## config.mk

```make
export PLATFORM = sky130hd
export DESIGN_NAME = scsr_regs
export DESIGN_NICKNAME = d
export VERILOG_FILES = /design/src/rtl/scsr_pkg.sv /design/src/rtl/scsr_pin_if.sv /design/src/rtl/scsr_pin_gen.sv /design/src/rtl/scsr_regs.sv
export SDC_FILE = /design/constraint.sdc
export NUM_CORES = 1
export LEC_CHECK = 0
export ABC_AREA = 1
export BUFFER_PORTS_ARGS = -buffer_cell sky130_fd_sc_hd__buf_2
export CAP_MARGIN = 20
export CORE_AREA = 2 2 131 133
export DETAILED_ROUTE_END_ITERATION = 8
export DIE_AREA = 0 0 133 135
export GPL_ROUTABILITY_DRIVEN = 0
export MAX_ROUTING_LAYER = met4
export PLACE_DENSITY = 0.44
export SKIP_CTS_REPAIR_TIMING = 1
export SYNTH_ARGS = -nofsm -noshare
export SYNTH_HDL_FRONTEND = slang
export SYNTH_SLANG_ARGS = --single-unit
```

## constraint.sdc

```tcl
create_clock -name core_clk -period 3.45 [get_ports core_clk]
set_clock_uncertainty 0.1 [all_clocks]
set_input_delay 0.345 -clock core_clk [delete_from_list [all_inputs] [get_ports core_clk]]
set_output_delay 0.345 -clock core_clk [all_outputs]
set_load 0.005 [all_outputs]
```

## src/rtl/scsr_pkg.sv

```systemverilog
package scsr_pkg;
  // Register offsets
  localparam logic [7:0] CAPTURE_CONTROL_OFFSET = 8'h08;
  localparam logic [7:0] CHIP_POWER_CLOCK_CONTROL_OFFSET = 8'h09;
  localparam logic [7:0] OUTPUT_PIN_CONTROL_OFFSET = 8'h0a;
  localparam logic [7:0] CAPTURE_STATUS_SHADOW_OFFSET = 8'h0b;
  localparam logic [7:0] AMPLIFIER_GAIN_OFFSET = 8'h0c;
  localparam logic [7:0] IRQ_CONTROL_OFFSET = 8'h0d;
  // Power/clock control fields
  localparam int MODE_HI_BIT = 7;
  localparam int MODE_LO_BIT = 6;
  localparam int IDLE_BIT = 5;
  localparam int FINGER_DETECT_ENABLE_BIT = 3;
  localparam int SCAN_AUTO_ADVANCE_BIT = 2;
  localparam int LOGIC_CLOCK_SOURCE_SELECT_BIT = 1;
  localparam int CHIP_ENABLE_BIT = 0;
  localparam logic [4:0] CONTROL_LOW_RESET = 5'h00;
  // Output pin control fields
  localparam int PIN_B_RATE_HI = 7;
  localparam int PIN_B_RATE_LO = 5;
  localparam int PIN_A_RATE_HI = 4;
  localparam int PIN_A_RATE_LO = 2;
  localparam int PIN_B_LEVEL_BIT = 1;
  localparam int PIN_A_LEVEL_BIT = 0;
  localparam logic [7:0] OUTPUT_PIN_RESET = 8'h00;
  localparam logic [2:0] RATE_STATIC = 3'h0;
  localparam logic [2:0] RATE_DIV24 = 3'h1;
  localparam logic [2:0] RATE_DIV21 = 3'h4;
  localparam int DIVIDER_WIDTH = 24;
  // Capture control fields
  localparam int ANALOG_INPUT_SELECT_BIT = 3;
  localparam logic [3:0] STATUS_RESET = 4'h0;
  localparam logic [3:0] GAIN_RESET = 4'h0;
  // Interrupt control enable bit for finger detect
  localparam int FINGER_IRQ_ENABLE_BIT = 0;
  // Interface modes taken from the strap pins
  typedef enum logic [1:0] {
    SCSR_MODE_CPU = 2'b00,
    SCSR_MODE_SPI = 2'b01,
    SCSR_MODE_USB = 2'b10,
    SCSR_MODE_RSV = 2'b11
  } scsr_mode_type;
  // Next conversion after a result read
  localparam int CONVERT_CYCLES = 6;
  localparam int ROW_LAST = 299;
  localparam int COL_LAST = 255;
endpackage : scsr_pkg

```

## src/rtl/scsr_pin_if.sv

```systemverilog
`timescale 1ns/1ps
`default_nettype none
interface scsr_pin_if;
  logic [2:0] rate;
  logic       level;
  logic       pinOut;
  modport ctrl (output rate, output level, input pinOut);
  modport gen  (input rate, input level, output pinOut);
endinterface : scsr_pin_if
`default_nettype wire

```

## src/rtl/scsr_pin_gen.sv

```systemverilog
`timescale 1ns/1ps
`default_nettype none
module scsr_pin_gen #(
  parameter int DIV_WIDTH = scsr_pkg::DIVIDER_WIDTH
) (
  // Clock and reset
  input wire logic core_clk,
  input wire logic rst,
  // Shared divider
  input wire logic [DIV_WIDTH-1:0] divCount,
  // Pin control
  scsr_pin_if.gen                  pin
);
  logic [4:0] tapIndex;
  logic       waveBit;
  logic       nextPin;

  // Code 1 taps the top bit (divide by 2^24), code 4 divides by 2^21
  assign tapIndex = 5'(DIV_WIDTH) - 5'd1 - {2'b00, pin.rate} + 5'd1;
  assign waveBit  = divCount[tapIndex];
  assign nextPin  = (pin.rate == scsr_pkg::RATE_STATIC) ? pin.level :
                    (pin.rate <= scsr_pkg::RATE_DIV21) ? waveBit : 1'b0;

  always_ff @(posedge core_clk) begin
    if (rst) begin
      pin.pinOut <= 1'b0;
    end else begin
      pin.pinOut <= nextPin;
    end
  end
endmodule : scsr_pin_gen
`default_nettype wire

```

## src/rtl/scsr_regs.sv

```systemverilog
// How it works
// - Reset loads straps, idle flag, zeros
// - Mode bits track straps, ignore writes
// - Idle flag reads converter state only
// - Finger detect enable raises interrupt
// - Detection works while chip disabled
// - Auto-advance off keeps addresses fixed
// - Auto-advance steps column, then row
// - Clock select, ignored in USB mode
// - Enable bit powers chip and converter
// - Pin one rate: static or divide
// - Pin zero rate uses same encoding
// - Static pin one follows level bit
// - Static pin zero follows level bit
// - Status shadows capture control, top zero
// - Status bit three follows input select
// - Capture status clears after final byte
// - Gain upper bits read zero
// - Gain code drives amplifier setting
// - Disabled interrupt still sets pending
// - Auto-advance result read starts conversion, six cycles
`timescale 1ns/1ps
`default_nettype none
module scsr_regs (
  // Clock and reset
  input  wire logic       core_clk,
  input  wire logic       rst,
  // Register port
  input  wire logic [7:0] regAddr,
  input  wire logic [7:0] regWriteData,
  input  wire logic       regWrite,
  input  wire logic       regRead,
  output var  logic [7:0] regReadData,
  // Strap and sensor inputs
  input  wire logic [1:0] modeStrap,
  input  wire logic       fingerSense,
  // Converter result
  input  wire logic [7:0] convResult,
  // Chip controls
  output var  logic       chipEnable,
  output var  logic       logicClockSourceSelect,
  output var  logic       convStart,
  output var  logic       convIdle,
  output var  logic [8:0] rowAddr,
  output var  logic [7:0] colAddr,
  output var  logic [3:0] ampGainCode,
  output var  logic       fingerPending,
  output var  logic       irqOutput,
  output var  logic       usbIrqRequest,
  // General output pins
  output var  logic       outPinA,
  output var  logic       outPinB
);
  logic [1:0] modeSync1, modeSync2, modeSync3, modeStable;
  logic [2:0] fingerSync;
  logic       fingerStable;
  logic       strapLoaded;
  logic [4:0] ctrlLow;
  logic [7:0] pinCtrl;
  logic [3:0] gain;
  logic [3:0] statusShadow;
  logic [7:0] irqCtrl;
  logic       fingerPrev;
  logic       pendingBit;
  logic [2:0] convCount;
  logic       readPrev;
  logic [8:0] row;
  logic [7:0] col;
  logic [23:0] divCount;
  logic       irqReg, usbReg, enReg, clkSelReg, startReg;
  logic [7:0] readData;

  wire isUsb        = modeStable == scsr_pkg::SCSR_MODE_USB;
  wire wrCapture    = regWrite && (regAddr == scsr_pkg::CAPTURE_CONTROL_OFFSET);
  wire wrCtrl       = regWrite && (regAddr == scsr_pkg::CHIP_POWER_CLOCK_CONTROL_OFFSET);
  wire wrPin        = regWrite && (regAddr == scsr_pkg::OUTPUT_PIN_CONTROL_OFFSET);
  wire wrGain       = regWrite && (regAddr == scsr_pkg::AMPLIFIER_GAIN_OFFSET);
  wire wrIrq        = regWrite && (regAddr == scsr_pkg::IRQ_CONTROL_OFFSET);
  wire rdCapture    = regRead && (regAddr == scsr_pkg::CAPTURE_CONTROL_OFFSET);
  wire readRise     = rdCapture && !readPrev;
  wire autoAdvance  = ctrlLow[scsr_pkg::SCAN_AUTO_ADVANCE_BIT];
  wire enabled      = ctrlLow[scsr_pkg::CHIP_ENABLE_BIT];
  wire idle         = (convCount == 3'd0);
  wire lastCol      = (col == 8'(scsr_pkg::COL_LAST));
  wire lastRow      = (row == 9'(scsr_pkg::ROW_LAST));
  wire captureBusy  = |statusShadow[2:0];
  wire lastByteRead = readRise && captureBusy && lastCol &&
                      (statusShadow[0] || lastRow);
  wire fingerEvent  = ctrlLow[scsr_pkg::FINGER_DETECT_ENABLE_BIT] && fingerStable && !fingerPrev;
  wire irqEnabled   = irqCtrl[scsr_pkg::FINGER_IRQ_ENABLE_BIT];
  wire nextIrq      = pendingBit && irqEnabled && !isUsb;
  wire nextUsbIrq   = fingerEvent && irqEnabled && isUsb;

  assign readData =
    (regAddr == scsr_pkg::CAPTURE_CONTROL_OFFSET) ? convResult :
    (regAddr == scsr_pkg::CHIP_POWER_CLOCK_CONTROL_OFFSET) ?
      {modeStable, idle, ctrlLow} :
    (regAddr == scsr_pkg::OUTPUT_PIN_CONTROL_OFFSET) ? pinCtrl :
    (regAddr == scsr_pkg::CAPTURE_STATUS_SHADOW_OFFSET) ? {4'h0, statusShadow} :
    (regAddr == scsr_pkg::AMPLIFIER_GAIN_OFFSET) ? {4'h0, gain} :
    (regAddr == scsr_pkg::IRQ_CONTROL_OFFSET) ? irqCtrl : 8'h00;

  // Strap and finger inputs through three flops
  always_ff @(posedge core_clk) begin
    modeSync1  <= modeStrap;
    modeSync2  <= modeSync1;
    modeSync3  <= modeSync2;
    fingerSync <= {fingerSync[1:0], fingerSense};
  end

  always_ff @(posedge core_clk) begin
    if (rst) begin
      modeStable   <= 2'b00;
      fingerStable <= 1'b0;
      strapLoaded  <= 1'b0;
    end else begin
      strapLoaded <= 1'b1;
      if (modeSync2 == modeSync3 || !strapLoaded) begin
        modeStable <= modeSync3;
      end
      if (fingerSync[1] == fingerSync[2]) begin
        fingerStable <= fingerSync[2];
      end
    end
  end

  always_ff @(posedge core_clk) begin
    if (rst) begin
      ctrlLow <= scsr_pkg::CONTROL_LOW_RESET;
      pinCtrl <= scsr_pkg::OUTPUT_PIN_RESET;
      gain    <= scsr_pkg::GAIN_RESET;
      irqCtrl <= 8'h00;
    end else begin
      if (wrCtrl) begin
        ctrlLow <= {1'b0, regWriteData[3:0]};
      end
      if (wrPin) begin
        pinCtrl <= regWriteData;
      end
      if (wrGain) begin
        gain <= regWriteData[3:0];
      end
      if (wrIrq) begin
        irqCtrl <= regWriteData;
      end
    end
  end

  // capture bits set, clear on last byte
  always_ff @(posedge core_clk) begin
    if (rst) begin
      statusShadow <= scsr_pkg::STATUS_RESET;
    end else if (wrCapture && |regWriteData[2:0]) begin
      statusShadow <= regWriteData[3:0];
    end else if (wrCapture) begin
      statusShadow[3] <= regWriteData[scsr_pkg::ANALOG_INPUT_SELECT_BIT];
    end else if (lastByteRead) begin
      statusShadow[2:0] <= 3'b000;
    end
  end

  always_ff @(posedge core_clk) begin
    if (rst) begin
      convCount <= 3'd0;
      readPrev  <= 1'b0;
      startReg  <= 1'b0;
    end else begin
      readPrev <= rdCapture;
      startReg <= 1'b0;
      if (!enabled) begin
        convCount <= 3'd0;
      end else if ((readRise && autoAdvance && captureBusy && !lastByteRead) ||
                   (wrCapture && |regWriteData[2:0])) begin
        convCount <= 3'(scsr_pkg::CONVERT_CYCLES);
        startReg  <= 1'b1;
      end else if (!idle) begin
        convCount <= convCount - 3'd1;
      end
    end
  end

  always_ff @(posedge core_clk) begin
    if (rst) begin
      row <= 9'd0;
      col <= 8'd0;
    end else if (wrCapture && regWriteData[1]) begin
      row <= 9'd0;
      col <= 8'd0;
    end else if (wrCapture && regWriteData[0]) begin
      col <= 8'd0;
    end else if (readRise && autoAdvance && captureBusy) begin
      col <= col + 8'd1;
      if (lastCol) begin
        row <= row + 9'd1;
      end
    end
  end

  always_ff @(posedge core_clk) begin
    if (rst) begin
      fingerPrev <= 1'b0;
      pendingBit <= 1'b0;
    end else begin
      fingerPrev <= fingerStable;
      if (fingerEvent) begin
        pendingBit <= 1'b1;
      end else if (wrIrq && regWriteData[7]) begin
        pendingBit <= 1'b0;
      end
    end
  end

  always_ff @(posedge core_clk) begin
    if (rst) begin
      irqReg      <= 1'b0;
      usbReg      <= 1'b0;
      enReg       <= 1'b0;
      clkSelReg   <= 1'b0;
      regReadData <= 8'h00;
      divCount    <= 24'h000000;
    end else begin
      irqReg      <= nextIrq;
      usbReg      <= nextUsbIrq;
      enReg       <= enabled;
      clkSelReg   <= ctrlLow[scsr_pkg::LOGIC_CLOCK_SOURCE_SELECT_BIT] && !isUsb;
      regReadData <= readData;
      divCount    <= divCount + 24'h000001;
    end
  end

  assign chipEnable             = enReg;
  assign logicClockSourceSelect = clkSelReg;
  assign convStart              = startReg;
  assign convIdle               = idle;
  assign rowAddr                = row;
  assign colAddr                = col;
  assign ampGainCode            = gain;
  assign fingerPending          = pendingBit;
  assign irqOutput              = irqReg;
  assign usbIrqRequest          = usbReg;

  scsr_pin_if pinA ();
  scsr_pin_if pinB ();
  assign pinA.rate  = pinCtrl[scsr_pkg::PIN_A_RATE_HI:scsr_pkg::PIN_A_RATE_LO];
  assign pinA.level = pinCtrl[scsr_pkg::PIN_A_LEVEL_BIT];
  assign pinB.rate  = pinCtrl[scsr_pkg::PIN_B_RATE_HI:scsr_pkg::PIN_B_RATE_LO];
  assign pinB.level = pinCtrl[scsr_pkg::PIN_B_LEVEL_BIT];

  scsr_pin_gen genA (.core_clk(core_clk), .rst(rst), .divCount(divCount), .pin(pinA.gen));
  scsr_pin_gen genB (.core_clk(core_clk), .rst(rst), .divCount(divCount), .pin(pinB.gen));

  assign outPinA = pinA.pinOut;
  assign outPinB = pinB.pinOut;
endmodule : scsr_regs
`default_nettype wire

```

==> results.toml, run 1 <==
[status]
status = "finished clean"

[sta]
max_slew_margin_pct = 56.33
period_share_pct = 56.95
hold_violations = 0
maxSlewViolCount = 0
tightest_slew_ns = 0.6515
fmax_ghz = 0.5089
fin_setup_tns_ns = 0
rsz0062_at_grt = "false"
finalSetupViolCount = 0
setup_slack_ns = 1.485
finalCriticalPeriod_ns = 1.965

[die]
dieWidth_um = 133
ios = 69
fp.dieH_um = 135
initial_core_util_pct = 29.51
dieArea_um2 = 17960
core-area_um2 = 16410
rows = 47

[synthesis]
yosysTopAreaCell = "dfxtp_1"
syn_nets = 731
synthDistinctLibCells = 39
synth_top_area_share_pct = 42.59
ys_seq_elements = 103
ys_warn_count = 0
synth_area_leaders = "dfxtp_1 (43%), nand2_1 (13%), a21oi_1 (7.7%), inv_1 (6.4%), nor2_1 (4.8%)"
ys.flop_type = "dfxtp_1"
synth_cells = 689
synth_edf_count = 0
synth.cell_area_um2 = 4841
seq_area_frac_synth_pct = 42.59
postSynthAreaPerCell_um2 = 7.026
synth-async-reset-ratio_pct = 0

[power_and_ir_drop]
leakage_nw = 2.404
ir_drop_uv = 227.9
powerDensity_nw_per_um2 = 412.3

[clocking]
cts_tree = "yes"
cts_buffers = 9
htreeDepth = 3
worstSkewPairLatency_ns = 0.36
cts_buffer_depth = 2
cts.clk_slew.worst_paths_ns = 0.08
cts_sinks = 103
cts_root_buf = "clkbuf_16"

[detailed_routing]
ant_nets = 0
drc = 0
vias = 4581
first_pass_iters = 6
post_drt_wl_per_cell_um = 13.02
drt_iter0_markers = 225
wl_um = 12850
vias_per_cell = 4.641

[final_layout]
area_growth_pct = 18.92
final_common_cell = "nand2_1"
nets = 804
antenna_cells = 0
final_cell_mix = "nand2_1 (168), dfxtp_1 (103), inv_1 (83)"
drive_above_1_share_pct = 14.99

[critical_path]
required_ns = 3.64
crit_arrival_ns = 2.15
endpoint_kind = "register"
startpoint_type = "register"
cp_max_fo = 6
crit_type = "reg2reg"

[place]
port_buffers = 68
dp_hpwl_um = 9690
place_ws_ns = 1.345

[global_route]
overflow = 0
antenna_found_initial = 0
grt_pass1_vias = 4402
grt_max_degree = 39
grt_pass1_wl_um = 21550
grtUsageTotal_pct = 15.40

[worst_hold_path]
hp-class = "in2reg"

[job]
cap_violations = 0
-- worst max-delay path: stages (launching register included) --
cell and delay [ns]:
dfxtp_1 0.43, ha_1 0.20, nand2_1 0.10, nor2_4 0.17, nand2_1 0.16, nor2_1 0.19
nand4_1 0.13, or2_2 0.29, a21oi_1 0.12
-- logic make-up (layout without fill, tap and decap cells) --
| logic type | after synthesis | count (layout) | share of synthesized area (%) |
|---|---|---|---|
| flops | 103 | 103 | 42.60 |
| fa+ha+maj | 11 | 11 | 2.843 |
| compound gates | 130 | 130 | 14.16 |
| simple gates | 331 | 331 | 30.14 |
| xor+xnor | 12 | 12 | 2.171 |
| buf+inv | 102 | 180 | 8.090 |
-- path summary, 6_finish.rpt --
path                               startpoint              to  slack (ns)  cells past startpoint
worst max register to register    divCount[0]    divCount[16]        1.49                      8
worst min-delay path            convResult[5]  regReadData[5]        0.14                      3
worst min register to register  fingerSync[0]   fingerSync[1]        0.23                      0
worst max-delay path              divCount[0]    divCount[16]        1.49                      8
-- registers in the layout, indices dropped and copies added, names as in the netlist, 4 cells and up --
register and flops:
statusShadow 4, divCount 24, pinCtrl 8, regReadData 8, irqCtrl 8, rowAddr 9
ampGainCode 4, ctrlLow 4, colAddr 8
-- power breakdown --
| group | switching (mW) | leakage, nW | total, mW | internal (mW) |
|---|---|---|---|---|
| Sequential | 0.00847 | 0.835 | 1.21 | 1.20 |
| Combinational | 0.0591 | 1.42 | 0.0898 | 0.0308 |
| Clock | 0.548 | 0.149 | 1.07 | 0.526 |
-- layout make-up --
type	instances	area, um2
repair buffers	73	385.4
clock inverters	7	80.08
well taps	220	275.3
clock buffers	9	225.2
multi-input cells	484	2387
flip-flops and latches	103	2062
fillers	1792	10650
inverters	91	341.6
-- per-stage QoR --
step / power (mW) / hold WS, ns / cell area [um2] / instances / utilization, %
2_1_floorplan: 1.282 / 0.2096 / 4841 / 689 / -
3_3_place_gp: 1.326 / 0.2115 / 5421 / 968 / 33.04
3_5_place_dp: 1.326 / 0.2138 / 5421 / 968 / 33.04
4_1_cts: 2.405 / -0.02984 / 5727 / 984 / 34.90
5_1_grt: 2.468 / 0.1403 / 5757 / 987 / 35.09
6_report: 2.373 / 0.1439 / 5757 / 987 / 35.09
-- cell usage after synthesis (2+ instances only) --
| master | n |
|---|---|
| nand3b_1 | 3 |
| nand4_1 | 13 |
| xnor2_1 | 5 |
| inv_1 | 83 |
| o31ai_1 | 2 |
| nor2_4 | 3 |
| nor2_2 | 4 |
| a31oi_1 | 2 |
| o211ai_1 | 2 |
| o21ai_0 | 41 |
| nor3_1 | 23 |
| ha_1 | 11 |
| nor4_1 | 2 |
| nor3_2 | 2 |
| nand3_1 | 35 |
| or2_2 | 5 |
| buf_1 | 2 |
| dfxtp_1 | 103 |
| a21oi_1 | 74 |
| nand2_2 | 6 |
| clkbuf_1 | 7 |
| nand2_1 | 168 |
| xor2_1 | 7 |
| nor3b_1 | 3 |
| nor2_1 | 62 |
| inv_2 | 7 |
| a211oi_1 | 2 |
-- per-layer routing --
layer  vias to the layer above  GRT usage (%)  routed length, um
met1                      2082          20.34               6379
met3                         7          3.266                617
li1                       2390              -                  -
met2                       102          23.89               5763
met4                         0          4.301                 89
met5                         -              -                  0
Note: power is estimated with default switching activity, not from simulation.
==> run 2, diff against run 1 <==
Clock period 3.45 ns to 2 ns, I/O delays scaled along.
==> results.toml, run 2 (synthesized netlist as in run 1, its figures left out) <==
[status]
status = "finished with violations"
violations = "hold timing"

[worst_hold_path]
hp-class = "in2reg"
min-delay-start = "convResult[6]"

[detailed_routing]
dr.max_layer_used = "met4"
vias = 4626
vias_per_cell = 4.621
wl_met3_um = 504
drt-met1-wl_um = 6573
ant_nets = 0
wl_um = 13240
drc = 0
first_pass_iters = 4
post_drt_wl_per_cell_um = 13.23
wl_met2_um = 5976
drt_iter0_markers = 214

[final_layout]
largest_reg_flops = 24
final-seq-area_um2 = 2064
area_growth_pct = 21.30
fillCellCount = 1763
drive_above_1_share_pct = 16.90
fin_util_pct = 35.79
top_register = "divCount"
final_common_cell = "nand2_1"
antenna_cells = 0
nets = 818
final_cell_mix = "nand2_1 (168), dfxtp_1 (101), inv_1 (83)"
finish.instance_area_um2 = 5872
multi_input_area_um2 = 2390

[sta]
holdWs_ns = -0.001934
fmax_ghz = 0.5600
tightest_slew_ns = 0.5822
finalCriticalPeriod_ns = 1.786
maxSlewViolCount = 0
hold_violations = 1
max_slew_margin_pct = 60.85
finalSetupViolCount = 0
setup_slack_ns = 0.2141
fin_setup_tns_ns = 0
rsz0062_at_grt = "false"
period_share_pct = 89.29

[critical_path]
r2r_start = "pinCtrl[2]"
crit_arrival_ns = 1.93
startpoint_type = "register"
cp_max_fo = 8
crit_start = "pinCtrl[2]"
crit_type = "reg2reg"
endpoint_kind = "register"
required_ns = 2.15

[place]
dp_hpwl_um = 9932
port_buffers = 68
place_ws_ns = 0.1560
placed_cell_area_um2 = 5539

[global_route]
grt_pass1_wl_um = 22170
grt_max_degree = 39
grtUsageTotal_pct = 15.85
antenna_found_initial = 0
overflow = 0
grt_pass1_vias = 4552

[clocking]
htreeDepth = 3
cts_tree = "yes"
cts_buffers = 9
cts_root_buf = "clkbuf_16"
cts_buffer_depth = 2
cts.clk_slew.worst_paths_ns = 0.08
cts_sinks = 103
worstSkewPairLatency_ns = 0.36

[power_and_ir_drop]
switching_share_pct = 25.31
p_sw_mw = 1.024
intPower_mw = 3.023
pwr-share-seq_pct = 51.5
powerDensity_nw_per_um2 = 689.2
leakage_nw = 2.474
ir_drop_uv = 428.2
pwr-share-clk_pct = 44.3
combPwrFrac_pct = 4.2
p_total_mw = 4.047

[job]
cap_violations = 0

[die]
initial_core_util_pct = 29.51
fp.dieH_um = 135
core-area_um2 = 16410
ios = 69
rows = 47
dieWidth_um = 133
dieArea_um2 = 17960
==> run 2: cell count changes in the layout (fill, tap and decap cells not counted), sizes merged <==
cell      change
inv           -1
clkinvlp      -1
clkinv        +2
buf          +14
==> run 2: through the flow <==
step	instances	hold WS [ns]
2_1_floorplan	689	0.1277
3_3_place_gp	982	0.2037
3_5_place_dp	982	0.2036
4_1_cts	998	-0.1746
5_1_grt	1001	0.006879
6_report	1001	-0.001934
==> run 2: worst max-delay path, cell delays in order, from the launching register on <==
cell,delay [ns]
dfxtp_2,0.40
inv_1,0.11
ha_1,0.23
ha_1,0.35
nand2_1,0.08
a21oi_1,0.16
o21ai_1,0.10
nand3_1,0.09
a21oi_1,0.06
==> run 2: routing by layer <==
layer  vias to the layer above  GRT usage [%]
met4                         0          5.376
met3                        17          2.628
met2                        92          25.10
li1                       2413              -
met5                         -              -
met1                      2104          20.63
==> run 2: power by group through the flow <==
stage / sequential (mW) / combinational [mW] / clock (mW)
after floorplan: 2.13 / 0.0817 / 0
after global placement: 2.13 / 0.164 / 0
after detailed placement: 2.13 / 0.165 / 0
after CTS: 2.09 / 0.165 / 1.86
after global routing: 2.09 / 0.189 / 1.95
final: 2.08 / 0.168 / 1.79
==> run 2: path summary, 6_finish.rpt <==
check,to,slack [ns],cells past startpoint
max,genA.pin.pinOut,0.21,8
min,regReadData[6],-0.002,3
max reg2reg,genA.pin.pinOut,0.21,8
min reg2reg,modeSync2[1],0.24,0
==> run 2: layout make-up <==
| cell class | count | area share [%] |
|---|---|---|
| well taps | 220 | 4.688 |
| multi-input cells | 484 | 40.70 |
| inverters | 91 | 5.817 |
| clock buffers | 9 | 3.836 |
| clock inverters | 7 | 1.236 |
| flip-flops and latches | 103 | 35.16 |
| repair buffers | 87 | 8.566 |
==> run 3, diff against run 2 <==
Settings changed: RECOVER_POWER set to 25.
==> results.toml, run 3 (synthesized netlist as in run 1, its figures left out) <==
[power_and_ir_drop]
p_sw_mw = 1.024
ir_drop_uv = 428.3
pwr-share-seq_pct = 51.6
switching_share_pct = 25.33
powerDensity_nw_per_um2 = 692.0
leakage_nw = 2.433
combPwrFrac_pct = 4.0
pwr-share-clk_pct = 44.4
p_total_mw = 4.042
intPower_mw = 3.018

[worst_hold_path]
hp-class = "in2reg"
min-delay-start = "convResult[6]"
hold_depth = 3
holdPathEnd = "regReadData[6]"

[global_route]
overflow = 0
grt_max_degree = 39
grt_pass1_vias = 4552
grt_pass1_wl_um = 22170
grtUsageTotal_pct = 15.85
antenna_found_initial = 0

[critical_path]
worstReg2RegEnd = "genA.pin.pinOut"
r2r_start = "pinCtrl[2]"
startpoint_type = "register"
cp_max_fo = 8
crit_start = "pinCtrl[2]"
required_ns = 2.14
crit_type = "reg2reg"
regToRegSetupSlack_ns = 0.21
crit_arrival_ns = 1.93
worstRegToRegCells = 8
endpoint_kind = "register"

[detailed_routing]
ant_nets = 0
vias = 4628
wl_met3_um = 488
dr.max_layer_used = "met4"
wl_um = 13260
wl_met2_um = 5971
drt_iter0_markers = 214
first_pass_iters = 5
drc = 0
vias_per_cell = 4.623
post_drt_wl_per_cell_um = 13.25
drt-met1-wl_um = 6610

[final_layout]
fin_util_pct = 35.60
largest_reg_flops = 24
final_common_cell = "nand2_1"
area_growth_pct = 20.65
antenna_cells = 0
top_register = "divCount"
final_cell_mix = "nand2_1 (168), dfxtp_1 (101), inv_1 (83)"
nets = 818
fillCellCount = 1772
drive_above_1_share_pct = 15.62

[sta]
tightest_slew_ns = 1.292
setup_slack_ns = 0.2100
period_share_pct = 89.50
rsz0062_at_grt = "false"
hold_violations = 1
fin_setup_tns_ns = 0
finalSetupViolCount = 0
max_slew_margin_pct = 13.85
fmax_ghz = 0.5587
finalCriticalPeriod_ns = 1.790
holdWs_ns = -0.002030
maxSlewViolCount = 0

[place]
dp_hpwl_um = 9932
place_ws_ns = 0.1560
port_buffers = 68

[die]
ios = 69
initial_core_util_pct = 29.51
dieWidth_um = 133
core-area_um2 = 16410
rows = 47
dieArea_um2 = 17960
fp.dieH_um = 135

[clocking]
cts_buffer_depth = 2
worstSkewPairLatency_ns = 0.36
htreeDepth = 3
cts_sinks = 103
cts.clk_slew.worst_paths_ns = 0.08
cts_root_buf = "clkbuf_16"
cts_buffers = 9
cts_tree = "yes"

[status]
violations = "hold timing"
status = "finished with violations"

[job]
cap_violations = 0
## run 3: cell types whose count changed in the layout (fill, tap and decap cells not counted)
cell	before	now
buf_12	1	0
buf_2	68	61
buf_4	15	14
clkbuf_1	0	9
nor2_1	62	63
nor2_2	4	3
## run 3: worst max path at each step
stage	end	slack, ns
3_3_place_gp	genB.pin.pinOut	0.11
5_1_grt	genB.pin.pinOut	0.01
6_report	genA.pin.pinOut	0.21
4_1_cts	genB.pin.pinOut	0.11
2_1_floorplan	genA.pin.pinOut	0.23
3_5_place_dp	genB.pin.pinOut	0.16
## run 3: worst max-delay path, cell delays in order, from the launching register on
cell	delay (ns)
dfxtp_2	0.40
inv_1	0.11
ha_1	0.23
ha_1	0.35
nand2_1	0.08
a21oi_1	0.16
o21ai_1	0.10
nand3_1	0.09
a21oi_1	0.06
## run 3: power by group through the flow
stage               logic (mW)  registers, mW  clock network [mW]
detailed placement       0.165           2.13                   0
global placement         0.164           2.13                   0
floorplan               0.0817           2.13                   0
CTS                      0.165           2.09                1.86
global route             0.183           2.09                1.95
finish                   0.162           2.08                1.79
## run 3: metal layers
| layer | vias up | track usage [%] |
|---|---|---|
| met5 | - | - |
| met4 | 0 | 5.376 |
| met3 | 17 | 2.628 |
| met2 | 93 | 25.10 |
| met1 | 2106 | 20.63 |
| li1 | 2412 | - |
## run 3: metrics by stage
stage                     instance area, um2  std cells
after floorplan                         4841        689
after global placement                  5539        982
after detailed placement                5539        982
after CTS                               5837        998
after global routing                    5841       1001
final                                   5841       1001
## run 3: area by class of cell
| type | count | area [um2] | share of cell area [%] |
|---|---|---|---|
| timing repair buffer | 87 | 474.2 | 8.119 |
| inverter | 91 | 341.6 | 5.848 |
| clock buffer | 9 | 225.2 | 3.856 |
| sequential | 103 | 2064 | 35.35 |
| tap | 220 | 275.3 | 4.713 |
| multi-input combinational | 484 | 2387 | 40.87 |
| clock inverter | 7 | 72.57 | 1.243 |
